### src/rtl/fsb_pkg.sv
// Shared constants for the flash status word and blank-check engine
package fsb_pkg;
	localparam int STAT_W = 16;
	localparam int BYTE_W = 8;
	localparam int READY_BIT = 7;
	localparam int EPAUSE_BIT = 6;
	localparam int EFAIL_BIT = 5;
	localparam int PFAIL_BIT = 4;
	localparam int PPAUSE_BIT = 2;
	localparam int LOCK_BIT = 1;
	localparam int BANK_BIT = 0;
	localparam logic [STAT_W-1:0] STAT_RESET = 16'h0080;
	localparam int CAP_W = 12;
	localparam logic [CAP_W-1:0] CAP_OFFSET = 12'h555;
	localparam logic [BYTE_W-1:0] CMD_BLANK = 8'h33;
	localparam logic [STAT_W-1:0] ERASED_WORD = 16'hffff;

	typedef enum logic [1:0] {
		FSB_BC_IDLE,
		FSB_BC_ISSUE,
		FSB_BC_WAIT,
		FSB_BC_CHECK
	} fsb_bc_state_t;
endpackage

### src/rtl/fsb_bc_if.sv
// Handshake between the status logic and the blank-check engine
`timescale 1ns/1ps
interface fsb_bc_if #(
	parameter int ADDR_W = 26,
	parameter int SECT_LSB = 16
);
	logic start;
	logic [ADDR_W-SECT_LSB-1:0] sector;
	logic busy;
	logic done;
	logic fail;
	logic [ADDR_W-1:0] addr;
	logic [15:0] rdata;

	modport eng (input start, input sector, input rdata,
		output busy, output done, output fail, output addr);
	modport ctl (output start, output sector, output rdata,
		input busy, input done, input fail, input addr);
endinterface

### src/rtl/fsb_blank_check.sv
// Blank-check engine: walks one sector and stops at the first programmed bit
`timescale 1ns/1ps
module fsb_blank_check
	import fsb_pkg::*;
#(
	parameter int ADDR_W = 26,
	parameter int SECT_LSB = 16,
	parameter int ARRAY_LAT = 2
)(
	input wire logic clk,
	input wire logic rst,
	fsb_bc_if.eng bc
);
	localparam int LAT_W = $clog2(ARRAY_LAT + 1);
	localparam logic [LAT_W-1:0] LAT_LOAD = LAT_W'(ARRAY_LAT - 1);

	typedef struct packed {
		fsb_bc_state_t st;
		logic [ADDR_W-SECT_LSB-1:0] sect;
		logic [SECT_LSB-1:0] idx;
		logic [LAT_W-1:0] lat;
		logic done;
		logic fail;
	} fsb_bc_reg_t;

	fsb_bc_reg_t r;
	fsb_bc_reg_t next_r;

	////////////////////////////////////////////////////////////////////////////
	always_comb
	begin
		next_r = r;
		next_r.done = 1'b0;
		unique case (r.st)
			FSB_BC_IDLE:
			begin
				if (bc.start)
				begin
					next_r.sect = bc.sector;
					next_r.idx = '0;
					next_r.fail = 1'b0;
					next_r.st = FSB_BC_ISSUE;
				end
			end
			FSB_BC_ISSUE:
			begin
				next_r.lat = LAT_LOAD;
				next_r.st = FSB_BC_WAIT;
			end
			FSB_BC_WAIT:
			begin
				if (r.lat == '0)
					next_r.st = FSB_BC_CHECK;
				else
					next_r.lat = r.lat - 1'b1;
			end
			FSB_BC_CHECK:
			begin
				// Halt at the first word that is not fully erased
				if (bc.rdata != ERASED_WORD) // RULE21
				begin
					next_r.fail = 1'b1;
					next_r.done = 1'b1;
					next_r.st = FSB_BC_IDLE;
				end
				else if (&r.idx)
				begin
					next_r.done = 1'b1;
					next_r.st = FSB_BC_IDLE;
				end
				else
				begin
					next_r.idx = r.idx + 1'b1;
					next_r.st = FSB_BC_ISSUE;
				end
			end
		endcase
	end

	always_ff @(posedge clk)
	begin
		if (rst)
			r <= '0;
		else
			r <= next_r;
	end

	assign bc.busy = (r.st != FSB_BC_IDLE);
	assign bc.done = r.done;
	assign bc.fail = r.fail;
	assign bc.addr = {r.sect, r.idx};
endmodule

### src/rtl/fsb_status_top.sv
// Status word, status-read overlay, command filter and blank-check control
`timescale 1ns/1ps
////////////////////////////////////////////////////////////////////////////////
// Function
// [RULE1] Keep one 16-bit status word for program and erase sequences.
// [RULE2] After status-read command, only next read in named sector returns status.
// [RULE3] The overlay lasts for exactly one read access, then array data.
// [RULE4] Status can be read with synchronous or asynchronous bus timing.
// [RULE5] A burst read of status repeats the same value until terminated.
// [RULE6] Top eight status bits are don't-care; host ignores them.
// [RULE7] Clear-status zeroes result flags, leaves ready, paused and bank flags.
// [RULE8] Bit 7 reads 1 when nothing programs or erases, else 0.
// [RULE9] Bits 1 to 6 are valid only while bit 7 reads 1.
// [RULE10] Bit 6 shows erase suspended; erase-resume clears it.
// [RULE11] After suspend, host polls until ready before touching same bank.
// [RULE12] Bit 5 holds last erase or blank-check result; clear or reset.
// [RULE13] Bit 4 holds last program result; cleared by clear or reset.
// [RULE14] Bit 2 shows program suspended; program-resume clears it.
// [RULE15] Bit 1 flags a program or erase refused on locked sector.
// [RULE16] Busy: bit 0 is 0 for addressed bank, 1 otherwise; ready: 0.
// [RULE17] Array reads in one bank proceed while another bank is busy.
// [RULE18] Blank check is 33h at first command address, device fully idle.
// [RULE19] Blank check allows no simultaneous operation; array reads are unknown.
// [RULE20] A running blank check shows busy in bits 7 and 0 like erase.
// [RULE21] Blank check halts at first unerased bit, reports, returns idle.
// [RULE22] While programming, only program-suspend and status-read are taken.
// [RULE23] After reset ready reads 1, other defined flags read 0.
////////////////////////////////////////////////////////////////////////////////
module fsb_status_top
	import fsb_pkg::*;
#(
	parameter int ADDR_W = 26,
	parameter int SECT_LSB = 16,
	parameter int BANK_W = 4,
	parameter int ARRAY_LAT = 2,
	parameter logic [7:0] CMD_SREAD = 8'h10,
	parameter logic [7:0] CMD_CLEAR = 8'h11,
	parameter logic [7:0] CMD_PSUSP = 8'h12,
	parameter logic [7:0] CMD_PRESUME = 8'h13,
	parameter logic [7:0] CMD_ESUSP = 8'h14,
	parameter logic [7:0] CMD_ERESUME = 8'h15
)(
	input wire logic MCLK,
	input wire logic RST,
	input wire logic CE_N,
	input wire logic OE_N,
	input wire logic WE_N,
	input wire logic AVD_N,
	input wire logic [ADDR_W-1:0] ADDR,
	input wire logic [STAT_W-1:0] DQ_IN,
	output logic [STAT_W-1:0] DQ_OUT,
	output logic DQ_OE,
	output logic [ADDR_W-1:0] ARRAY_ADDR,
	input wire logic [STAT_W-1:0] ARRAY_RDATA,
	input wire logic ENG_BUSY,
	input wire logic ENG_ERASE,
	input wire logic [BANK_W-1:0] ENG_BANK,
	input wire logic ENG_DONE,
	input wire logic ENG_FAIL,
	input wire logic ENG_LOCKED,
	input wire logic ENG_PAUSED,
	output logic SUSPEND_REQ,
	output logic RESUME_REQ,
	output logic FWD_STB,
	output logic [ADDR_W-1:0] FWD_ADDR,
	output logic [STAT_W-1:0] FWD_DATA
);
	localparam int SECT_W = ADDR_W - SECT_LSB;

	typedef struct packed {
		logic ce_n1, ce_n2, oe_n1, oe_n2, we_n1, we_n2, avd_n1, avd_n2;
		logic we_d, avd_d, rd_d;
		logic [ADDR_W-1:0] addr_s1, addr_s2, addr_lat;
		logic [STAT_W-1:0] dq_s1, dq_s2;
		logic ovl_pend;
		logic [SECT_W-1:0] ovl_sect;
		logic ovl_on;
		logic [STAT_W-1:0] ovl_word;
		logic [STAT_W-1:0] dout;
		logic doe;
		logic [ADDR_W-1:0] arr_addr;
		logic epause, efail, pfail, ppause, lock;
		logic susp, resume, fwd, bc_start;
		logic [SECT_W-1:0] bc_sect;
		logic [ADDR_W-1:0] fwd_addr;
		logic [STAT_W-1:0] fwd_data;
	} fsb_top_reg_t;

	// Pin stages come up idle so no write edge is seen straight after reset
	localparam fsb_top_reg_t TOP_RST = '{ce_n1: 1'b1, ce_n2: 1'b1, oe_n1: 1'b1,
		oe_n2: 1'b1, we_n1: 1'b1, we_n2: 1'b1, avd_n1: 1'b1, avd_n2: 1'b1,
		we_d: 1'b1, avd_d: 1'b1, default: '0};

	fsb_top_reg_t r;
	fsb_top_reg_t next_r;

	fsb_bc_if #(.ADDR_W(ADDR_W), .SECT_LSB(SECT_LSB)) bc ();

	function automatic logic [SECT_W-1:0] sect_of(input logic [ADDR_W-1:0] a);
		sect_of = a[ADDR_W-1:SECT_LSB];
	endfunction

	function automatic logic [BANK_W-1:0] bank_of(input logic [ADDR_W-1:0] a);
		bank_of = a[ADDR_W-1 -: BANK_W];
	endfunction

	////////////////////////////////////////////////////////////////////////////
	logic rd_now;
	logic new_acc;
	logic wr_edge;
	logic ready;
	logic [ADDR_W-1:0] addr_now;
	logic [BANK_W-1:0] busy_bank;
	logic [STAT_W-1:0] status;
	logic [BYTE_W-1:0] code;
	logic cap_hit;

	always_comb
	begin
		rd_now = !r.ce_n2 && !r.oe_n2;
		// A new access is a fresh read enable or a new address in a burst
		new_acc = rd_now && (!r.rd_d || (r.avd_d && !r.avd_n2)); // RULE4
		wr_edge = !r.we_d && r.we_n2 && !r.ce_n2;
		addr_now = !r.avd_n2 ? r.addr_s2 : r.addr_lat;
		code = r.dq_s2[BYTE_W-1:0];
		cap_hit = (r.addr_lat[CAP_W-1:0] == CAP_OFFSET);
		ready = !(ENG_BUSY || bc.busy); // RULE8 RULE20
		busy_bank = bc.busy ? bank_of(bc.addr) : ENG_BANK;
		// Upper byte and the spare bit read zero; host treats them as don't-care
		status = '0; // RULE1 RULE6
		status[READY_BIT] = ready; // RULE8 RULE23
		// Flags are shown even while busy; host discards them then
		status[EPAUSE_BIT] = r.epause; // RULE9 RULE10
		status[EFAIL_BIT] = r.efail; // RULE12
		status[PFAIL_BIT] = r.pfail; // RULE13
		status[PPAUSE_BIT] = r.ppause; // RULE14
		status[LOCK_BIT] = r.lock; // RULE15
		status[BANK_BIT] = !ready && (busy_bank != bank_of(addr_now)); // RULE16 RULE20
	end

	////////////////////////////////////////////////////////////////////////////
	always_comb
	begin
		next_r = r;
		next_r.ce_n1 = CE_N;
		next_r.ce_n2 = r.ce_n1;
		next_r.oe_n1 = OE_N;
		next_r.oe_n2 = r.oe_n1;
		next_r.we_n1 = WE_N;
		next_r.we_n2 = r.we_n1;
		next_r.avd_n1 = AVD_N;
		next_r.avd_n2 = r.avd_n1;
		next_r.addr_s1 = ADDR;
		next_r.addr_s2 = r.addr_s1;
		next_r.dq_s1 = DQ_IN;
		next_r.dq_s2 = r.dq_s1;
		next_r.we_d = r.we_n2;
		next_r.avd_d = r.avd_n2;
		next_r.rd_d = rd_now;
		next_r.susp = 1'b0;
		next_r.resume = 1'b0;
		next_r.fwd = 1'b0;
		next_r.bc_start = 1'b0;
		if (!r.avd_n2 && !r.ce_n2)
			next_r.addr_lat = r.addr_s2;

		// One overlaid access in the chosen sector; other sectors pass through
		if (new_acc)
		begin
			next_r.ovl_on = r.ovl_pend && (sect_of(addr_now) == r.ovl_sect); // RULE2
			if (next_r.ovl_on)
			begin
				next_r.ovl_word = status;
				next_r.ovl_pend = 1'b0; // RULE3
			end
		end
		else if (!rd_now)
			next_r.ovl_on = 1'b0; // RULE3
		// Word is frozen at access start, so a burst repeats it
		next_r.dout = next_r.ovl_on ? next_r.ovl_word : ARRAY_RDATA; // RULE5
		next_r.doe = rd_now;
		// Bus reads reach any bank unless a blank check owns the array
		next_r.arr_addr = bc.busy ? bc.addr : addr_now; // RULE17 RULE19

		if (wr_edge)
		begin
			if (code == CMD_SREAD)
			begin
				next_r.ovl_pend = 1'b1; // RULE2
				next_r.ovl_sect = sect_of(r.addr_lat);
			end
			else if (bc.busy)
				next_r.fwd = 1'b0; // RULE19
			else if (ENG_BUSY)
			begin
				// Only the matching suspend is taken while a sequence runs
				if (code == (ENG_ERASE ? CMD_ESUSP : CMD_PSUSP)) // RULE22
					next_r.susp = 1'b1;
			end
			else if (code == CMD_CLEAR)
			begin
				next_r.efail = 1'b0; // RULE7
				next_r.pfail = 1'b0;
				next_r.lock = 1'b0;
			end
			else if (code == CMD_PRESUME)
			begin
				next_r.ppause = 1'b0; // RULE14
				next_r.resume = 1'b1;
			end
			else if (code == CMD_ERESUME)
			begin
				next_r.epause = 1'b0; // RULE10
				next_r.resume = 1'b1;
			end
			else if (code == CMD_BLANK)
			begin
				// Refused unless nothing is running or suspended
				if (cap_hit && !r.epause && !r.ppause) // RULE18
				begin
					next_r.bc_start = 1'b1;
					next_r.bc_sect = sect_of(r.addr_lat);
				end
			end
			else
			begin
				next_r.fwd = 1'b1;
				next_r.fwd_addr = r.addr_lat;
				next_r.fwd_data = r.dq_s2;
			end
		end

		// Hardware events come last so they win over a clear in the same cycle
		if (ENG_PAUSED)
		begin
			if (ENG_ERASE)
				next_r.epause = 1'b1; // RULE10
			else
				next_r.ppause = 1'b1; // RULE14
		end
		if (ENG_DONE)
		begin
			if (ENG_ERASE)
				next_r.efail = ENG_FAIL; // RULE12
			else
				next_r.pfail = ENG_FAIL; // RULE13
			next_r.lock = ENG_LOCKED; // RULE15
		end
		if (bc.done)
			next_r.efail = bc.fail; // RULE12 RULE21
	end

	always_ff @(posedge MCLK)
	begin
		if (RST)
			r <= TOP_RST; // RULE23
		else
			r <= next_r;
	end

	////////////////////////////////////////////////////////////////////////////
	assign bc.start = r.bc_start;
	assign bc.sector = r.bc_sect;
	assign bc.rdata = ARRAY_RDATA;

	fsb_blank_check #(
		.ADDR_W(ADDR_W),
		.SECT_LSB(SECT_LSB),
		.ARRAY_LAT(ARRAY_LAT)
	) u_blank (
		.clk(MCLK),
		.rst(RST),
		.bc(bc)
	);

	assign DQ_OUT = r.dout;
	assign DQ_OE = r.doe;
	assign ARRAY_ADDR = r.arr_addr;
	assign SUSPEND_REQ = r.susp;
	assign RESUME_REQ = r.resume;
	assign FWD_STB = r.fwd;
	assign FWD_ADDR = r.fwd_addr;
	assign FWD_DATA = r.fwd_data;
endmodule

### config.mk
export PLATFORM = sky130hd
export DESIGN_NAME = fsb_status_top
export DESIGN_NICKNAME = d
export VERILOG_FILES = /design/src/rtl/fsb_pkg.sv /design/src/rtl/fsb_bc_if.sv /design/src/rtl/fsb_blank_check.sv /design/src/rtl/fsb_status_top.sv
export SDC_FILE = /design/constraint.sdc
export NUM_CORES = 1
export LEC_CHECK = 0
export ABC_CLOCK_PERIOD_IN_PS = 5200
export BUFFER_PORTS_ARGS = -buffer_cell sky130_fd_sc_hd__buf_2
export CAP_MARGIN = 20
export CORE_MARGIN = 4
export CORE_UTILIZATION = 61
export DETAILED_ROUTE_END_ITERATION = 8
export PLACE_DENSITY = 0.84
export SLEW_MARGIN = 0
export SYNTH_ARGS = -nofsm -noshare
export SYNTH_HDL_FRONTEND = slang
export SYNTH_SLANG_ARGS = --single-unit
### constraint.sdc
create_clock -name MCLK -period 5.2 [get_ports MCLK]
set_clock_uncertainty 0.05 [all_clocks]
set_input_delay 1.04 -clock MCLK [delete_from_list [all_inputs] [get_ports MCLK]]
set_output_delay 1.04 -clock MCLK [all_outputs]
set_load 0.02 [all_outputs]
==> reports/metrics.yaml <==
floorplanning:
  core_sq_mm: 0.0179
  initial_utilization_pct: 61.9
  ioPinCount: 162
  die_area_sq_mm: 0.0204
  die_h_um: 143
  fp-row-count: 49
  die_w_um: 143
global_routing:
  grt_overflow: 0
  antenna_found_initial: 0
  track_usage_pct: 21.8
  grt_pass1_vias: 7288
  grt_pass1_wl_um: 36500
  grt_max_degree: 156
flow_run:
  max-cap-violations: 0
yosys:
  synth_seq_cells: 284
  synth-seq-area-share_pct: 51.3
  syn_inst: 1122
  synth-xor-area-share_pct: 1.11
  synth_edf_count: 0
  synthTopCellsByArea: "dfxtp_1 (51%), mux2i_1 (9.8%), buf_4 (5.7%)"
  yosysWarnings: 0
  synth_commonest_cells: "dfxtp_1 (284), mux2i_1 (108), nor2_1 (105), nand2_1 (104), nor2b_1 (99)"
  synth_compound_area_share_pct: 8.12
  synthAdderAreaFrac_pct: 0.790
  syn_nets: 1203
  synth_simple_gate_area_share_pct: 18.9
  syn_avg_cell_area_sq_um: 9.88
  synth.area.mux_share_pct: 10.8
  synth_most_common_cell: "dfxtp_1"
  netlist_area_sq_mm: 0.0111
  synth_top_area_cell: "dfxtp_1"
  synth.distinct_cells: 56
  synth-async-reset-ratio_pct: 0
  synth_top_area_share_pct: 51.3
  synth_ff_type: "dfxtp_1"
  synth_top_family_by_area: "simple AND/OR/NAND/NOR gates"
sta:
  rsz0062_at_grt: "no"
  hold_ws_ns: 0.362
  maxSlewViolCount: 0
  period_needed_ns: 3.18
  hold_violations: 0
  slew_headroom_pct: 28.4
  setup_tns_ns: 0
  setup_violations: 0
  fin_ws_ns: 2.02
  fmax_ghz: 0.314
  fin_crit_sh_pct: 61.2
  tightestPinTransition_ns: 1.07
routing:
  vias: 7609
  drtIter0Drc: 573
  drtAntennaViolNets: 0
  drt_pass1_iterations: 5
  avgRoutedWirePerCell_um: 15.9
  wl_um: 22600
  drc: 0
  vias_per_cell: 5.35
place:
  post_dp_cell_area_sq_mm: 0.0113
  place_congestion: 0.869
  io_buffers: 161
  post-place-ws_ns: 2.02
  hpwl_um: 15200
hold_path:
  hp-class: "reg2reg"
clocking:
  cts_tree: "done"
  cts_resized: 0
  cts_max_path_buffers: 3
  ctsHoldBuffers: 0
  cts-root-buf: "clkbuf_16"
  postCtsSetupBuffers: 0
  cts_buffers: 28
  clk_latency_ns: 0.53
  clk_pin_slew_ns: 0.06
  clock_sinks: 284
  htree_levels: 1
outcome:
  outcome: "complete, no violations"
final_layout:
  register_area_sq_mm: 0.00569
  drive_gt1_share_pct: 21.9
  n_fill_cell: 1360
  nNetsFinal: 1255
  diodes: 0
  final_cell_area_sq_mm: 0.0124
  synthToLayoutAreaGrowth_pct: 11.9
  multi_input_area_sq_mm: 0.00444
setup_path:
  slowest_stage: "buf_4"
  cp_max_fo: 46
  start_kind: "register"
  path_cells: "inv_1 -> ha_2 -> buf_4 -> nand2b_1 -> nor2_1 -> o21ai_4 -> buf_4 -> mux2i_1 -> nor2_1"
  crit_arrival_ns: 3.51
  cp_top_family: "buffers and inverters"
  r2r_setup_slack_ns: 2.02
  max_stage_delay_ns: 0.46
  worstSetupPathType: "reg2reg"
  end_kind: "register"
  critPathBufInv: 3
  cp.required_ns: 5.52
power_and_ir_drop:
  p_leak_nw: 5.45
  vdd_drop_max_v: 0.000282
  p_total_mw: 4.63
  power.density_mw_per_mm2: 373
-- state kept, by name, indices dropped and copies added, names as in the netlist --
| signal | flops |
|---|---|
| r | 97 |
| next_r | 48 |
| ARRAY_ADDR | 26 |
| FWD_ADDR | 26 |
| u_blank.bc.addr | 26 |
| DQ_OUT | 16 |
| FWD_DATA | 16 |
| bc.sector | 10 |
| code | 8 |
| u_blank.r | 4 |
| DQ_OE | 1 |
| FWD_STB | 1 |
| RESUME_REQ | 1 |
| SUSPEND_REQ | 1 |
| bc.start | 1 |
| u_blank.bc.done | 1 |
| u_blank.bc.fail | 1 |
-- cells by family after synthesis --
kind of cell               after synthesis
and+or+nand+nor                        405
DFF                                    284
buffers and inverters                  165
AOI/OAI and AO/OA                      129
muxes                                  118
xor gates and xnor gates                14
adders and majority gates                7
-- cells in the final DEF, fill, tap and decap left out, types with 11 or more instances in the layout --
cell type	synthesis	layout
a211oi_1	33	33
a21oi_1	54	54
buf_2	12	160
clkbuf_16	0	29
dfxtp_1	284	284
inv_1	15	15
mux2i_1	108	108
nand2_1	104	104
nand2b_1	18	18
nand4_1	16	16
nor2_1	105	105
nor2b_1	99	99
or2_2	11	11
-- stage by stage --
| step | utilization (%) | instances |
|---|---|---|
| floorplan | - | 1122 |
| global placement | 63.4 | 1372 |
| detailed placement | 63.4 | 1372 |
| CTS | 69.2 | 1421 |
| global route | 69.3 | 1422 |
| finish | 69.3 | 1422 |
-- area by class of cell --
class                           count  area share [%]
Multi-Input combinational cell    673            35.8
Clock buffer                       39            6.56
Timing Repair Buffer              171            7.21
Tap cell                          229            2.31
Sequential cell                   284            45.8
Clock inverter                     10            1.84
Inverter                           16           0.484
-- final timing paths --
kind	start	endpoint	cells after the start
setup reg to reg	u_blank.r[30]	FWD_ADDR[9]	9
hold / removal	r[249]	DQ_OE	1
setup / recovery	u_blank.r[30]	FWD_ADDR[9]	9
hold reg to reg	r[249]	DQ_OE	1
-- per-layer routing --
metal  track usage [%]  vias up  wire length (um)
met5                 0        -                 0
met3              4.59       48              1730
met4              7.85        0               637
met1              29.8     3528              9830
li1                  -     3785                 -
met2              34.5      248             10400
-- report_power, final --
part / total (mW) / switching [mW] / internal (mW)
registers: 2.24 / 0.0214 / 2.22
clock network: 2.23 / 0.804 / 1.43
logic: 0.156 / 0.0877 / 0.0686
Note: power is estimated with default switching activity, not from simulation.
